`config.mk`:
```
export PLATFORM = sky130hd
export DESIGN_NAME = sebl_loader
export DESIGN_NICKNAME = d
export VERILOG_FILES = /design/src/verilog/sebl_loader.v
export VERILOG_INCLUDE_DIRS = /design/src /design/src/verilog
export SDC_FILE = /design/constraint.sdc
export NUM_CORES = 1
export LEC_CHECK = 0
export BUFFER_PORTS_ARGS = -buffer_cell sky130_fd_sc_hd__buf_2
export CORE_AREA = 2 2 178 180
export CTS_CLUSTER_DIAMETER = 120
export DETAILED_ROUTE_END_ITERATION = 10
export DIE_AREA = 0 0 180 182
export HOLD_SLACK_MARGIN = 0.02
export PLACE_DENSITY_LB_ADDON = 0.08
export SETUP_SLACK_MARGIN = 0.4
export SLEW_MARGIN = 10
export SYNTH_ARGS = -nofsm -noshare
export SYNTH_HDL_FRONTEND = slang
export SYNTH_SLANG_ARGS = --single-unit
export TNS_END_PERCENT = 1
```
`constraint.sdc`:
```
create_clock -name sys_clk -period 2.7 [get_ports sys_clk]
set_input_delay 0.54 -clock sys_clk [delete_from_list [all_inputs] [get_ports sys_clk]]
set_output_delay 0.54 -clock sys_clk [all_outputs]
set_load 0.05 [all_outputs]
```
`src/verilog/sebl_defs.vh`:
```
// Constants for the serial EEPROM boot image loader
`ifndef SEBL_DEFS_VH
`define SEBL_DEFS_VH

// Link timing: EEPROM clock period and system clock period in ns
`define SEBL_CLK_PERIOD_NS 100
`define SEBL_SK_PERIOD_NS 800
`define SEBL_SK_DIV (`SEBL_SK_PERIOD_NS / `SEBL_CLK_PERIOD_NS)
// Divider phases: last count, sample point (just before rise), rise point
`define SEBL_DIV_LAST 3'h7
`define SEBL_DIV_SAMPLE 3'h3
`define SEBL_DIV_RISE 3'h4

// Serial read header: start bit, read opcode, 12-bit byte address zero
`define SEBL_RD_HDR 15'h6000
`define SEBL_RD_HDR_BITS 4'hF

// Image map byte addresses
`define SEBL_A_PCMD 12'h000
`define SEBL_A_PADH 12'h001
`define SEBL_A_PADL 12'h002
`define SEBL_A_PFIRST 12'h003
`define SEBL_A_PLAST 12'hC02
`define SEBL_A_CCMD 12'hC03
`define SEBL_A_CADH 12'hC04
`define SEBL_A_CADL 12'hC05
`define SEBL_A_CFIRST 12'hC06
`define SEBL_A_CLAST 12'hF5B
`define SEBL_A_OCMD 12'hF5C
`define SEBL_A_OADR 12'hF5D
`define SEBL_A_OFIRST 12'hF5E
`define SEBL_A_OLAST 12'hFED
`define SEBL_A_KFIRST 12'hFEE
`define SEBL_A_KLAST 12'hFF9
`define SEBL_A_CRCCMD 12'hFFC
`define SEBL_A_CRCH 12'hFFD
`define SEBL_A_CRCL 12'hFFE
`define SEBL_A_END 12'hFFF

// Command codes
`define SEBL_CMD_PROG 8'hC0
`define SEBL_CMD_COEF 8'hA0
`define SEBL_CMD_OFS 8'h90
`define SEBL_CMD_CTL0 8'h60
`define SEBL_CMD_CRC 8'hB6

// Word phases and counts
`define SEBL_PWORD_LAST 2'h2
`define SEBL_OFS_LAST 2'h2
`define SEBL_CTL_COUNT 3'h6

// CRC generator 11021h, low 16 bits
`define SEBL_CRC_POLY 16'h1021

`endif

```
`src/verilog/sebl_loader.v`:
```
// Serial EEPROM boot image loader: reads the 4 KB image and fills DSP memories
// Overview of operation
// - Image opens at byte 0 with C0h and two zero address bytes.
// - Program words are four bytes, MSB first, word 0 at 0003h, rising.
// - Program words 0 to 767, last byte at 0C02h.
// - Byte 0C03h holds A0h then two zero address bytes.
// - Coefficients are two bytes high first from 0C06h, 0 to 426, end 0F5Bh.
// - Byte 0F5Ch holds 90h, then zero address byte at 0F5Dh.
// - Offset entries are three bytes MSB first from 0F5Eh, 0 to 47.
// - Six command/data pairs from 0FEEh, codes 60h..6Ah, load control regs 0..5.
// - Byte 0FFCh holds B6h, then expected CRC high byte first.
// - After reset with boot select high drive select, clock, data; park when done.
// - Load-done rises when all data read; with boot select high, system reset held until then.
// - After load, CRC status output high if computed CRC matches stored value.
// - System reset released automatically when loading completes.
`timescale 1ns/1ps
`include "sebl_defs.vh"

module sebl_loader (
  input wire sys_clk,
  input wire rst_n,
  input wire boot_select,
  input wire eeprom_serial_out,
  output reg eeprom_select_n,
  output reg eeprom_serial_clock,
  output reg eeprom_serial_in,
  output reg load_done,
  output reg system_reset_n,
  output reg crc_status_out,
  output reg image_error,
  output reg program_ram_we,
  output reg [9:0] program_ram_addr,
  output reg [31:0] program_ram_data,
  output reg coefficient_ram_we,
  output reg [9:0] coefficient_ram_addr,
  output reg [15:0] coefficient_ram_data,
  output reg offset_ram_we,
  output reg [5:0] offset_ram_addr,
  output reg [23:0] offset_ram_data,
  output reg [7:0] control_reg_0,
  output reg [7:0] control_reg_1,
  output reg [7:0] control_reg_2,
  output reg [7:0] control_reg_3,
  output reg [7:0] control_reg_4,
  output reg [7:0] control_reg_5
);

  localparam ST_IDLE = 4'h1;
  localparam ST_HDR = 4'h2;
  localparam ST_DATA = 4'h4;
  localparam ST_DONE = 4'h8;
  // One CRC step per serial bit, MSB first
  function [15:0] sebl_crc_step;
    input [15:0] crc;
    input bit_in;
    sebl_crc_step = {crc[14:0], 1'b0} ^ ((crc[15] ^ bit_in) ? `SEBL_CRC_POLY : 16'h0000);
  endfunction
  // True when a byte address lies in a closed range
  function in_range;
    input [11:0] a;
    input [11:0] lo;
    input [11:0] hi;
    in_range = (a >= lo) && (a <= hi);
  endfunction

  reg [3:0] state_q;
  reg [2:0] div_q;
  reg [1:0] bsel_sync_q;
  reg [1:0] so_sync_q;
  reg [14:0] hdr_q;
  reg [3:0] hdr_cnt_q;
  reg skip_q;
  reg [2:0] bit_cnt_q;
  reg [7:0] byte_sh_q;
  reg [11:0] byte_addr_q;
  reg [31:0] asm_q;
  reg [1:0] ofs_ph_q;
  reg [2:0] ctl_idx_q;
  reg [15:0] crc_q;
  reg [15:0] crc_exp_q;
  reg ctl_we;
  wire bsel_s = bsel_sync_q[1];
  wire so_s = so_sync_q[1];
  wire sample = (div_q == `SEBL_DIV_SAMPLE);
  wire fall = (div_q == `SEBL_DIV_LAST);
  wire byte_ready = (state_q == ST_DATA) && sample && !skip_q && (bit_cnt_q == 3'h7);
  wire [7:0] new_byte = {byte_sh_q[6:0], so_s}; // Latest bit in the low end
  wire last_byte = byte_ready && (byte_addr_q == `SEBL_A_END); // No clock rise as select lifts

  // Boot select and EEPROM data pins pass two flops before any logic sees them
  always @(posedge sys_clk) begin
    if (!rst_n) begin
      bsel_sync_q <= 2'h0;
      so_sync_q <= 2'h0;
    end else begin
      bsel_sync_q <= {bsel_sync_q[0], boot_select};
      so_sync_q <= {so_sync_q[0], eeprom_serial_out};
    end
  end

  // Free-running divider; the EEPROM clock only toggles while selected
  always @(posedge sys_clk) begin
    if (!rst_n) begin
      div_q <= 3'h0;
      eeprom_serial_clock <= 1'b0;
    end else begin
      div_q <= div_q + 3'h1;
      if ((state_q == ST_HDR || state_q == ST_DATA) && !last_byte)
        eeprom_serial_clock <= (div_q + 3'h1) >= `SEBL_DIV_RISE;
      else
        eeprom_serial_clock <= 1'b0;
    end
  end

  // Sequencer: idle, send read header, stream 4096 bytes, park
  always @(posedge sys_clk) begin
    if (!rst_n) begin
      state_q <= ST_IDLE;
      eeprom_select_n <= 1'b1;
      eeprom_serial_in <= 1'b0;
      hdr_q <= `SEBL_RD_HDR;
      hdr_cnt_q <= 4'h0;
      skip_q <= 1'b1;
      bit_cnt_q <= 3'h0;
      byte_sh_q <= 8'h00;
      byte_addr_q <= 12'h000;
      load_done <= 1'b0;
      system_reset_n <= 1'b0;
    end else begin
      case (state_q)
        ST_IDLE: begin
          // Wait one divider lap so the boot select synchroniser has settled
          if (fall) begin
            if (bsel_s) begin
              state_q <= ST_HDR;
              eeprom_select_n <= 1'b0;
              eeprom_serial_in <= hdr_q[14];
              hdr_q <= {hdr_q[13:0], 1'b0};
            end else begin
              state_q <= ST_DONE;
              system_reset_n <= 1'b1;
            end
          end
        end
        ST_HDR: begin
          if (sample)
            hdr_cnt_q <= hdr_cnt_q + 4'h1;
          if (fall) begin
            if (hdr_cnt_q == `SEBL_RD_HDR_BITS) begin
              state_q <= ST_DATA;
              eeprom_serial_in <= 1'b0;
            end else begin
              eeprom_serial_in <= hdr_q[14];
              hdr_q <= {hdr_q[13:0], 1'b0};
            end
          end
        end
        ST_DATA: begin
          // First sample after the header is the EEPROM's dummy zero
          if (sample) begin
            if (skip_q) begin
              skip_q <= 1'b0;
            end else begin
              byte_sh_q <= new_byte;
              bit_cnt_q <= bit_cnt_q + 3'h1;
            end
          end
          if (byte_ready) begin
            byte_addr_q <= byte_addr_q + 12'h001;
            if (byte_addr_q == `SEBL_A_END) begin
              state_q <= ST_DONE;
              eeprom_select_n <= 1'b1;
              eeprom_serial_in <= 1'b0;
              load_done <= 1'b1;
              system_reset_n <= 1'b1;
            end
          end
        end
        ST_DONE: begin
          eeprom_select_n <= 1'b1;
          eeprom_serial_in <= 1'b0;
        end
        default: state_q <= ST_IDLE;
      endcase
    end
  end

  // CRC over bytes 0000h..0FFBh, computed bit by bit as they arrive
  always @(posedge sys_clk) begin
    if (!rst_n) begin
      crc_q <= 16'h0000;
      crc_exp_q <= 16'h0000;
      crc_status_out <= 1'b0;
    end else begin
      if (state_q == ST_DATA && sample && !skip_q && byte_addr_q < `SEBL_A_CRCCMD)
        crc_q <= sebl_crc_step(crc_q, so_s);
      if (byte_ready && byte_addr_q == `SEBL_A_CRCH)
        crc_exp_q[15:8] <= new_byte;
      if (byte_ready && byte_addr_q == `SEBL_A_CRCL)
        crc_exp_q[7:0] <= new_byte;
      // Output only valid once loading finished; low in bypass as nothing was checked
      crc_status_out <= load_done && (crc_q == crc_exp_q);
    end
  end

  // Section dispatch: assemble words and write memories, check fixed bytes
  always @(posedge sys_clk) begin
    if (!rst_n) begin
      asm_q <= 32'h00000000;
      ofs_ph_q <= 2'h0;
      ctl_idx_q <= 3'h0;
      ctl_we <= 1'b0;
      image_error <= 1'b0;
      program_ram_we <= 1'b0;
      program_ram_addr <= 10'h3FF;
      program_ram_data <= 32'h00000000;
      coefficient_ram_we <= 1'b0;
      coefficient_ram_addr <= 10'h3FF;
      coefficient_ram_data <= 16'h0000;
      offset_ram_we <= 1'b0;
      offset_ram_addr <= 6'h3F;
      offset_ram_data <= 24'h000000;
    end else begin
      program_ram_we <= 1'b0;
      coefficient_ram_we <= 1'b0;
      offset_ram_we <= 1'b0;
      ctl_we <= 1'b0;
      if (byte_ready) begin
        asm_q <= {asm_q[23:0], new_byte};
        // Fixed command and zero address bytes; a mismatch is flagged, not fatal
        if ((byte_addr_q == `SEBL_A_PCMD && new_byte != `SEBL_CMD_PROG) ||
            (byte_addr_q == `SEBL_A_CCMD && new_byte != `SEBL_CMD_COEF) ||
            (byte_addr_q == `SEBL_A_OCMD && new_byte != `SEBL_CMD_OFS) ||
            (byte_addr_q == `SEBL_A_CRCCMD && new_byte != `SEBL_CMD_CRC) ||
            ((in_range(byte_addr_q, `SEBL_A_PADH, `SEBL_A_PADL) ||
              in_range(byte_addr_q, `SEBL_A_CADH, `SEBL_A_CADL) ||
              byte_addr_q == `SEBL_A_OADR) && new_byte != 8'h00))
          image_error <= 1'b1;
        if (in_range(byte_addr_q, `SEBL_A_KFIRST, `SEBL_A_KLAST) && !byte_addr_q[0] &&
            new_byte != (`SEBL_CMD_CTL0 + {4'h0, ctl_idx_q, 1'b0}))
          image_error <= 1'b1;
        // Program word completes on its fourth byte
        if (in_range(byte_addr_q, `SEBL_A_PFIRST, `SEBL_A_PLAST) &&
            byte_addr_q[1:0] == `SEBL_PWORD_LAST) begin
          program_ram_we <= 1'b1;
          program_ram_addr <= program_ram_addr + 10'h001;
          program_ram_data <= {asm_q[23:0], new_byte};
        end
        // Coefficient completes on its odd low byte
        if (in_range(byte_addr_q, `SEBL_A_CFIRST, `SEBL_A_CLAST) && byte_addr_q[0]) begin
          coefficient_ram_we <= 1'b1;
          coefficient_ram_addr <= coefficient_ram_addr + 10'h001;
          coefficient_ram_data <= {asm_q[7:0], new_byte};
        end
        // Offset entries: mod-3 phase, three bytes each
        if (in_range(byte_addr_q, `SEBL_A_OFIRST, `SEBL_A_OLAST)) begin
          if (ofs_ph_q == `SEBL_OFS_LAST) begin
            ofs_ph_q <= 2'h0;
            offset_ram_we <= 1'b1;
            offset_ram_addr <= offset_ram_addr + 6'h01;
            offset_ram_data <= {asm_q[15:0], new_byte};
          end else begin
            ofs_ph_q <= ofs_ph_q + 2'h1;
          end
        end
        // Control data sits on odd bytes after each command byte
        if (in_range(byte_addr_q, `SEBL_A_KFIRST, `SEBL_A_KLAST) && byte_addr_q[0])
          ctl_we <= 1'b1;
        // Reserved bytes 0FFAh, 0FFBh and 0FFFh fall in no range and are dropped
      end
      if (ctl_we)
        ctl_idx_q <= ctl_idx_q + 3'h1;
    end
  end

  // Control registers loaded in order, index counts pairs already taken
  always @(posedge sys_clk) begin
    if (!rst_n) begin
      control_reg_0 <= 8'h00;
      control_reg_1 <= 8'h00;
      control_reg_2 <= 8'h00;
      control_reg_3 <= 8'h00;
      control_reg_4 <= 8'h00;
      control_reg_5 <= 8'h00;
    end else if (ctl_we && ctl_idx_q < `SEBL_CTL_COUNT) begin
      case (ctl_idx_q)
        3'h0: control_reg_0 <= asm_q[7:0];
        3'h1: control_reg_1 <= asm_q[7:0];
        3'h2: control_reg_2 <= asm_q[7:0];
        3'h3: control_reg_3 <= asm_q[7:0];
        3'h4: control_reg_4 <= asm_q[7:0];
        default: control_reg_5 <= asm_q[7:0];
      endcase
    end
  end

endmodule // sebl_loader
```
* Word-level counts from Yosys, hierarchy flattened
Cells that the tools add are included.
Word-level totals: bits in registers 271, bits in latches 0, RAM bits 0, memory bits (read-only) 0, bits of input ports 4, output and inout port bits 156, logic and storage cells 208, memories 0
Cells by class: add/sub/neg operators 10, multiply operators 0, div/mod/pow operators 0, $lt $le $gt $ge 15, equality and inequality tests 35, shifts and indexed selects 0, mux-type cells 35, bitwise logic cells 5, reductions and logical operators 69
Operators with widths (count):
- $eq A12 B12 Y1 const B | 7
- $le A12 B12 Y1 const B | 5
- $mux W15 | 4
- $ge A12 B12 Y1 const B | 4
- $ne A8 B8 Y1 const B | 4
- $pmux W15 S2 | 1
- $reduce_and A2 Y1 | 15
- $logic_and A1 B1 Y1 | 26
- $mux W4 | 6
- $add A10 B1 Y10 const B | 2
- $mux W1 | 18
- $eq A16 B16 Y1 | 1
- $pmux W4 S4 | 1
- $xor A16 B13 Y16 | 1
- $reduce_and A5 Y1 | 3
- $mux W13 | 1
- $add A12 B1 Y12 const B | 1
- $ge A12 B1 Y1 const B | 1
- $ge A12 B2 Y1 const B | 1
- $le A12 B2 Y1 const B | 1
- $logic_not A12 Y1 | 1
- $lt A12 B12 Y1 const B | 1
- $ne A2 B2 Y1 const B | 6
- $reduce_and A3 Y1 | 4
- other kinds (32) | 54

* Longest topological paths before layout
Gate-level depths: netlist of run 1.
depth in word-level cells 8, mapped depth 9, depth with buffers taken out 7

* Worst setup path before layout of run 1
OpenSTA, ideal clock, no wires.
kind flip-flop to flip-flop, start point register div_q[0], end point register coefficient_ram_addr[5], arrival time 2332 ps, required time 2563 ps, path slack 231 ps, cell stages (with the launch flop) 10, path buffers 2, clock period less this slack 2469 ps, path through dfxtp_1 -> ha_1 -> ha_1 -> nor2b_1 -> nand3_4 -> or4b_1 -> buf_2 -> buf_2 -> o31ai_1 -> nand3_1
Between the ends: cells in the longest elaborated chain, start to end 5
RTL lines:
- start, declared | line sebl_loader.v:67 | reg [2:0] div_q;
- start signal, assigned | line sebl_loader.v:107 | div_q <= div_q + 3'h1;
- $eq A3 B2 Y1 (no source line)
- $logic_and A1 B1 Y1 (3 in series) | line sebl_loader.v:86 | wire byte_ready = (state_q == ST_DATA) && sample && !skip_q && (bit_cnt_q == 3'h7);
- $reduce_and A2 Y1 (no source line)
- end signal, assigned | line sebl_loader.v:252 | coefficient_ram_addr <= coefficient_ram_addr + 10'h001;
- end, declared | line sebl_loader.v:35 | output reg [9:0] coefficient_ram_addr,
No other way between the ends. A chain may end at the register's enable or synchronous reset.

* Final worst setup path of run 1
start point register div_q[0], end point register coefficient_ram_addr[7]
The elaborated chain is that of the path after synthesis.

==> results.md, run 1 <==
* Vias at 8711
* GP Congestion at 0.736
* Worst Path Required at 3110 ps
* Worst Hold Class: in2reg
* Clock-pin slew on the worst setup and hold paths at 60 ps
* Die area at 0.0328 mm^2
* First-pass GRT wire length at 48000 um
* Via/cell ratio at 4.89
* Worst Tran Pin Value at 735 ps
* Clk_lat worst skew at 550 ps
* Critical path launch point type: flip-flop
* Clock Root Buffer: clkbuf_16
* N_diodes at 0
* Crit. End Element: flip-flop
* Total routed wirelength at 29800 um
* Worst-path maximum fanout at 11
* Post-Synth Simple-Gate Area at 23.8%
* DRT met1 WL at 15000 um
* FFs w/ async S/R, synth at 0%
* ANT nets after route at 0
* Largest net degree at the start of global routing at 77
* Routed WL per cell at 16.7 um
* Kind of critical path: reg2reg
* Synth Register Bits at 258
* Vias in the first global route at 8430
* Max Used Layer: met4
* Ys Warns at 0
* P_leak at 5.34 nW
* Row cnt at 65
* CTS Buf Count at 29
* Cell Pwr Density at 614 mW/mm^2
* Max-cap viol count at 0
* Die Y at 182 um
* Chip width at 180 um
* Clock Tree Buf Depth at 3
* Netlist Area Pre-Place at 0.0107 mm^2
* RSZ-0062 raised after global routing: true
* Core area at 0.0310 mm^2
* Mapped Avg Cell Area at 8.80 um^2
* Util after Layout at 42.3%
* Final slew viol count at 0
* Status: completed
* Worst EP arrival at 2710 ps
* Yosys cell types at 62
* Sequential fraction of the synthesis area at 48.3%
* DRC viols at 0
* Grt ovf at 0
* Slowest Stage Delay on Critical Path at 610 ps
* Gr usage total at 17.9%
* CTS tree: done
* Sink Count at 258
* Main combinational cell family by area after synthesis: simple AND/OR/NAND/NOR gates
* Cell Chain, Critical Path: ha_2, ha_4, nor2b_4, nand3_4, or4b_4, buf_4, o31ai_1, nand3b_1
* Leading area contributor after synthesis: dfxtp_1
* Max frequency at 0.436 GHz
* Final nets at 1383
* Reg2Reg Setup Slack at 410 ps
* Clock Skew at 14.9 ps
* Num ports at 160
* Synth Area in Compound Gates at 11.3%
* Final HPWL DP at 19300 um
* Share of cells above drive strength 1 at 20.1%
* Minimum clock period at 2290 ps
* Area share of the largest cell type after synthesis at 48.3%
* Slowest cell on crit path: or4b_4
* Final Setup Violations at 0
* Initial core utilization at 34.5%
* CTS Hold Bufs at 0
* H-tree Lvls at 1
* Syn Nets at 1238
* Ranking of synthesized cells by area: dfxtp_1 (48%), nand2_1 (8.7%), mux2i_1 (7.0%)
* Routed wl met2 at 13000 um
* Max VDD drop at 0.000382 V
* Adder-cell area share of the yosys netlist at 2.10%
* Post-Synthesis Cells at 1216
* First-pass DRT Iterations at 4
* Initial antenna violation count at 0
* Fin. Hold Viols at 0
* Post-Synth XOR/XNOR Area at 3.27%
* Dominant synthesized flop cell: dfxtp_1
* Fin crit share at 85.0%
* Relative slew slack at 50.9%
* Multiplexer area fraction after synthesis at 7.23%
* Starting DRT DRC Count at 428
* Area grow syn2layout at 22.6%
* Port bufs at 159
* Met3 wire length at 1520 um
* Number of flops mapped to enable cells by yosys at 0
* Final setup TNS at 0 ps
-- cell usage after synthesis (all sizes together), types with 2 or more instances --
| master | instances |
|---|---|
| nor3 | 12 |
| a211oi | 3 |
| o311ai | 2 |
| dfxtp | 258 |
| nand2b | 8 |
| a21boi | 57 |
| nor2b | 24 |
| xnor2 | 32 |
| a21o | 7 |
| mux2i | 75 |
| nand2 | 247 |
| or4b | 3 |
| o21ai | 19 |
| ha | 18 |
| a21oi | 73 |
| o31ai | 5 |
| or4 | 5 |
| nor4 | 9 |
| nor4bb | 2 |
| mux2 | 2 |
| nor4b | 8 |
| and3 | 19 |
| a31oi | 4 |
| xor2 | 8 |
| buf | 22 |
| nor2 | 78 |
| o22ai | 4 |
| nand3b | 5 |
| clkbuf | 70 |
| or2 | 2 |
| and4 | 5 |
| nand4b | 2 |
| nand3 | 60 |
| and2 | 24 |
| or3 | 3 |
| a41oi | 4 |
| nand4 | 10 |
| inv | 13 |
| a311oi | 2 |
-- placed cells by master, fill, tap and decap left out, types with 19 or more instances in the layout --
cell type    n
mux2i_1     75
nor2b_1     23
a21oi_1     73
and2_1      24
nand3_1     59
and3_1      19
nor2_1      77
dfxtp_1    254
nand2_1    247
a21boi_0    57
buf_4       43
xnor2_1     32
clkbuf_16   29
buf_2      158
-- worst max-delay path: cells and delay by family (launching register included) --
kind	cells	cell delay, ps
AOI/OAI and AO/OA	1	240
adders and majority gates	2	400
buffers and inverters	1	210
DFF	1	340
and+or+nand+nor	4	990
-- routing by layer --
metal / GRT usage [%] / up-vias
met1: 25.7 / 4105
met4: 3.45 / 0
met3: 3.63 / 21
li1: - / 4423
met5: 0 / -
met2: 27.8 / 162
-- flip-flops by register name, summed over array words and instances, names as in the netlist, 8 cells and up --
name / count
offset_ram_data: 24
control_reg_4: 8
crc_q: 16
control_reg_3: 8
coefficient_ram_data: 16
control_reg_5: 8
control_reg_0: 8
byte_addr_q: 12
crc_exp_q: 16
asm_q: 24
coefficient_ram_addr: 10
program_ram_addr: 10
program_ram_data: 32
control_reg_1: 8
control_reg_2: 8
-- worst paths after layout --
check,endpoint,cells past startpoint,startpoint
hold reg to reg,bsel_sync_q[1]$_SDFF_PN0_,1,bsel_sync_q[0]$_SDFF_PN0_
setup reg to reg,coefficient_ram_addr[7]$_SDFFE_PN1P_,8,div_q[0]$_SDFF_PN0_
hold / removal,bsel_sync_q[0]$_SDFF_PN0_,2,boot_select
setup / recovery,coefficient_ram_addr[7]$_SDFFE_PN1P_,8,div_q[0]$_SDFF_PN0_
-- stage by stage --
| stage | setup WS [ps] | power (W) | hold WS, ps | cells | area (um^2) |
|---|---|---|---|---|---|
| 6_report | 405 | 0.00805 | 203 | 1783 | 13100 |
| 5_1_grt | 259 | 0.00831 | 186 | 1783 | 13100 |
| 4_1_cts | 355 | 0.00815 | 184 | 1781 | 13100 |
| 3_5_place_dp | 202 | 0.00403 | 419 | 1724 | 12000 |
| 3_3_place_gp | 286 | 0.00403 | 410 | 1724 | 12000 |
| 2_1_floorplan | 365 | 0.00399 | 398 | 1216 | 10700 |
-- cell families (layout without fill, tap and decap cells) --
family | after synthesis | count (layout)
and+or+nand+nor | 528 | 528
DFF | 258 | 258
AOI/OAI and AO/OA | 190 | 190
buffers and inverters | 105 | 270
muxes | 77 | 77
xor gates and xnor gates | 40 | 40
adders and majority gates | 18 | 18
-- layout make-up --
type	count	area, um^2
timing repair buffer	206	1220
tap	402	503
clock inverter	6	120
multi-input combinational	853	5180
fill	3159	17900
sequential	258	5170
inverter	13	51.3
clock buffer	45	876
-- report_power, final --
part / switching (W) / total [W] / internal, W
clock network: 0.00159 / 0.00410 / 0.00251
logic: 0.0000857 / 0.000126 / 0.0000404
registers: 0.00000679 / 0.00382 / 0.00382
-- what timing repair did --
item,in CTS,in global routing
buffers inserted,5,2
gates resized for setup,8,4
pin swaps,1,2
cloned,1,0
endpoints found under the setup margin,59,119
(Power assumes the default switching activity.)
==> inputs of run 2 (changes only) <==
clock period = 2 ns   (was 2.7 ns; I/O delays follow)
==> results.md, run 2 (synthesis gave the netlist of run 1 again) <==
* Final setup TNS at -12150 ps
* Sink Count at 258
* Gr usage total at 18.5%
* First-pass GRT wire length at 49300 um
* CTS tree: done
* Clock Skew at 8.99 ps
* Crit-path leading delay family: simple AND/OR/NAND/NOR gates
* H-tree Lvls at 1
* Number of flip-flops in the largest register at 32
* Relative slew slack at 53.7%
* Met3 Use GR at 4.03%
* First-pass DRT Iterations at 5
* Share of cells above drive strength 1 at 27.7%
* Min setup slack post-route at -207 ps
* Worst Tran Pin Value at 693 ps
* Worst path bufs/invs at 2
* Fin crit share at 110%
* Port bufs at 159
* Largest net degree at the start of global routing at 66
* Failing checks: setup timing
* Final nets at 1466
* Total routed wirelength at 31000 um
* P_leak at 5.90 nW
* ANT nets after route at 0
* Met2 usage at 29.9%
* Clock Power Share at 48.8%
* Regs by FF count: program_ram_data: 32 flops, asm_q: 24 flops, offset_ram_data: 24 flops
* Worst Path Required at 2490 ps
* GP Congestion at 0.754
* Grt ovf at 0
* Pwr Total at 0.0105 W
* Minimum clock period at 2210 ps
* Clock Root Buffer: clkbuf_16
* Vias at 9050
* DRC viols at 0
* N_diodes at 0
* Pre-CTS setup slack at -351 ps
* Final HPWL DP at 20300 um
* Max frequency at 0.453 GHz
* Sw Ratio at 21.7%
* Placed insts at 1799
* Largest register by flop count: program_ram_data
* Via/cell ratio at 4.85
* Critical path launch point type: flip-flop
* Starting DRT DRC Count at 530
* Crit. End Element: flip-flop
* Initial antenna violation count at 0
* Placed Area at 0.0126 mm^2
* Clk_lat worst skew at 550 ps
* Grt peak-use layer: met2
* Grt met1 use at 25.7%
* Leading cell type in the layout, fill and taps excluded: dfxtp_1
* RSZ-0062 raised after global routing: true
* CTS Buf Count at 29
* Worst-path maximum fanout at 8
* Kind of critical path: reg2reg
* Comb power frac at 2.0%
* Initial core utilization at 34.5%
* Row cnt at 65
* Finished Cell Area at 0.0143 mm^2
* Fillcell total at 3082
* Worst EP arrival at 2700 ps
* Area grow syn2layout at 33.7%
* Core area at 0.0310 mm^2
* Clock-pin slew on the worst setup and hold paths at 60 ps
* Max VDD drop at 0.000508 V
* Reg power frac at 49.3%
* Non-filler instance count after layout at 1866
* Vias in the first global route at 8617
* Worst Hold Class: in2reg
* Clock Tree Buf Depth at 3
* Slowest Stage Delay on Critical Path at 610 ps
* Routed WL per cell at 16.6 um
* Commonest non-fill, non-tap cells in the layout: dfxtp_1 (241), nand2_1 (239), buf_4 (102), buf_2 (101), nor2_1 (77)
* Final slew viol count at 0
* Status: finished with violations
* Chip width at 180 um
* Cell Chain, Critical Path: buf_6, nor4b_4, buf_4, nand3_4, or4b_4, or4_1, nand3_1
* Max-cap viol count at 0
* Die area at 0.0328 mm^2
* Final Setup Violations at 94
* Slowest cell on crit path: or4b_4
* Die Y at 182 um
* Pint at 0.00821 W
* Net Sw Power at 0.00227 W
* Fin. Hold Viols at 0
* Num ports at 160
* Cell Pwr Density at 732 mW/mm^2
## run 2: cell types whose count changed in the layout (fill, tap and decap cells not counted), moves of 11 or more
cell and change:
buf_4 +59, buf_2 -57, clkbuf_4 +37, buf_6 +32
dfxtp_1 -13, dfxtp_2 +11
## run 2: path summary, 6_finish.rpt
check | start | endpoint | slack (ps) | cells past startpoint
setup / recovery | state_q[0]$_SDFFE_PN1P_ | coefficient_ram_addr[3]$_SDFFE_PN1P_ | -210 | 7
hold / removal | boot_select | bsel_sync_q[0]$_SDFF_PN0_ | 60 | 2
hold reg to reg | bsel_sync_q[0]$_SDFF_PN0_ | bsel_sync_q[1]$_SDFF_PN0_ | 430 | 1
setup reg to reg | state_q[0]$_SDFFE_PN1P_ | coefficient_ram_addr[3]$_SDFFE_PN1P_ | -210 | 7
## run 2: through the flow
| stage | utilization (%) | hold slack [ps] |
|---|---|---|
| 6_report | 46.2 | 62.9 |
| 5_1_grt | 46.2 | 45.5 |
| 4_1_cts | 44.3 | 34.1 |
| 3_5_place_dp | 40.7 | 419 |
| 3_3_place_gp | 40.7 | 408 |
| 2_1_floorplan | - | 398 |
## run 2: layout make-up
| class | count | area [um^2] | area share, % |
|---|---|---|---|
| Timing Repair Buffer | 289 | 2250 | 15.7 |
| Clock buffer | 44 | 872 | 6.09 |
| Tap cell | 402 | 503 | 3.51 |
| Clock inverter | 7 | 38.8 | 0.271 |
| Inverter | 13 | 51.3 | 0.358 |
| Multi-Input combinational cell | 853 | 5410 | 37.8 |
| Sequential cell | 258 | 5190 | 36.3 |
## run 2: layer usage
layer | part of all wire, % | wire length (um)
met1 | 49 | 15000
met5 | 0 | 0
met2 | 45 | 14100
met4 | 0.83 | 258
met3 | 5.2 | 1610
## run 2: power groups by stage
stage	Combinational (W)	Sequential (W)	Clock [W]
floorplan	0.000107	0.00528	0
global placement	0.000194	0.00527	0
detailed placement	0.000193	0.00527	0
CTS	0.000197	0.00516	0.00527
global route	0.000222	0.00516	0.00550
finish	0.000204	0.00516	0.00511
## run 2: timing repair
item / in CTS / in global routing
endpoints found under the setup margin: 235 / 309
hold buffers: 0 / 0
gates cloned: 3 / 0
resized for setup: 30 / 172
setup buffers: 5 / 8
pin swaps: 10 / 33
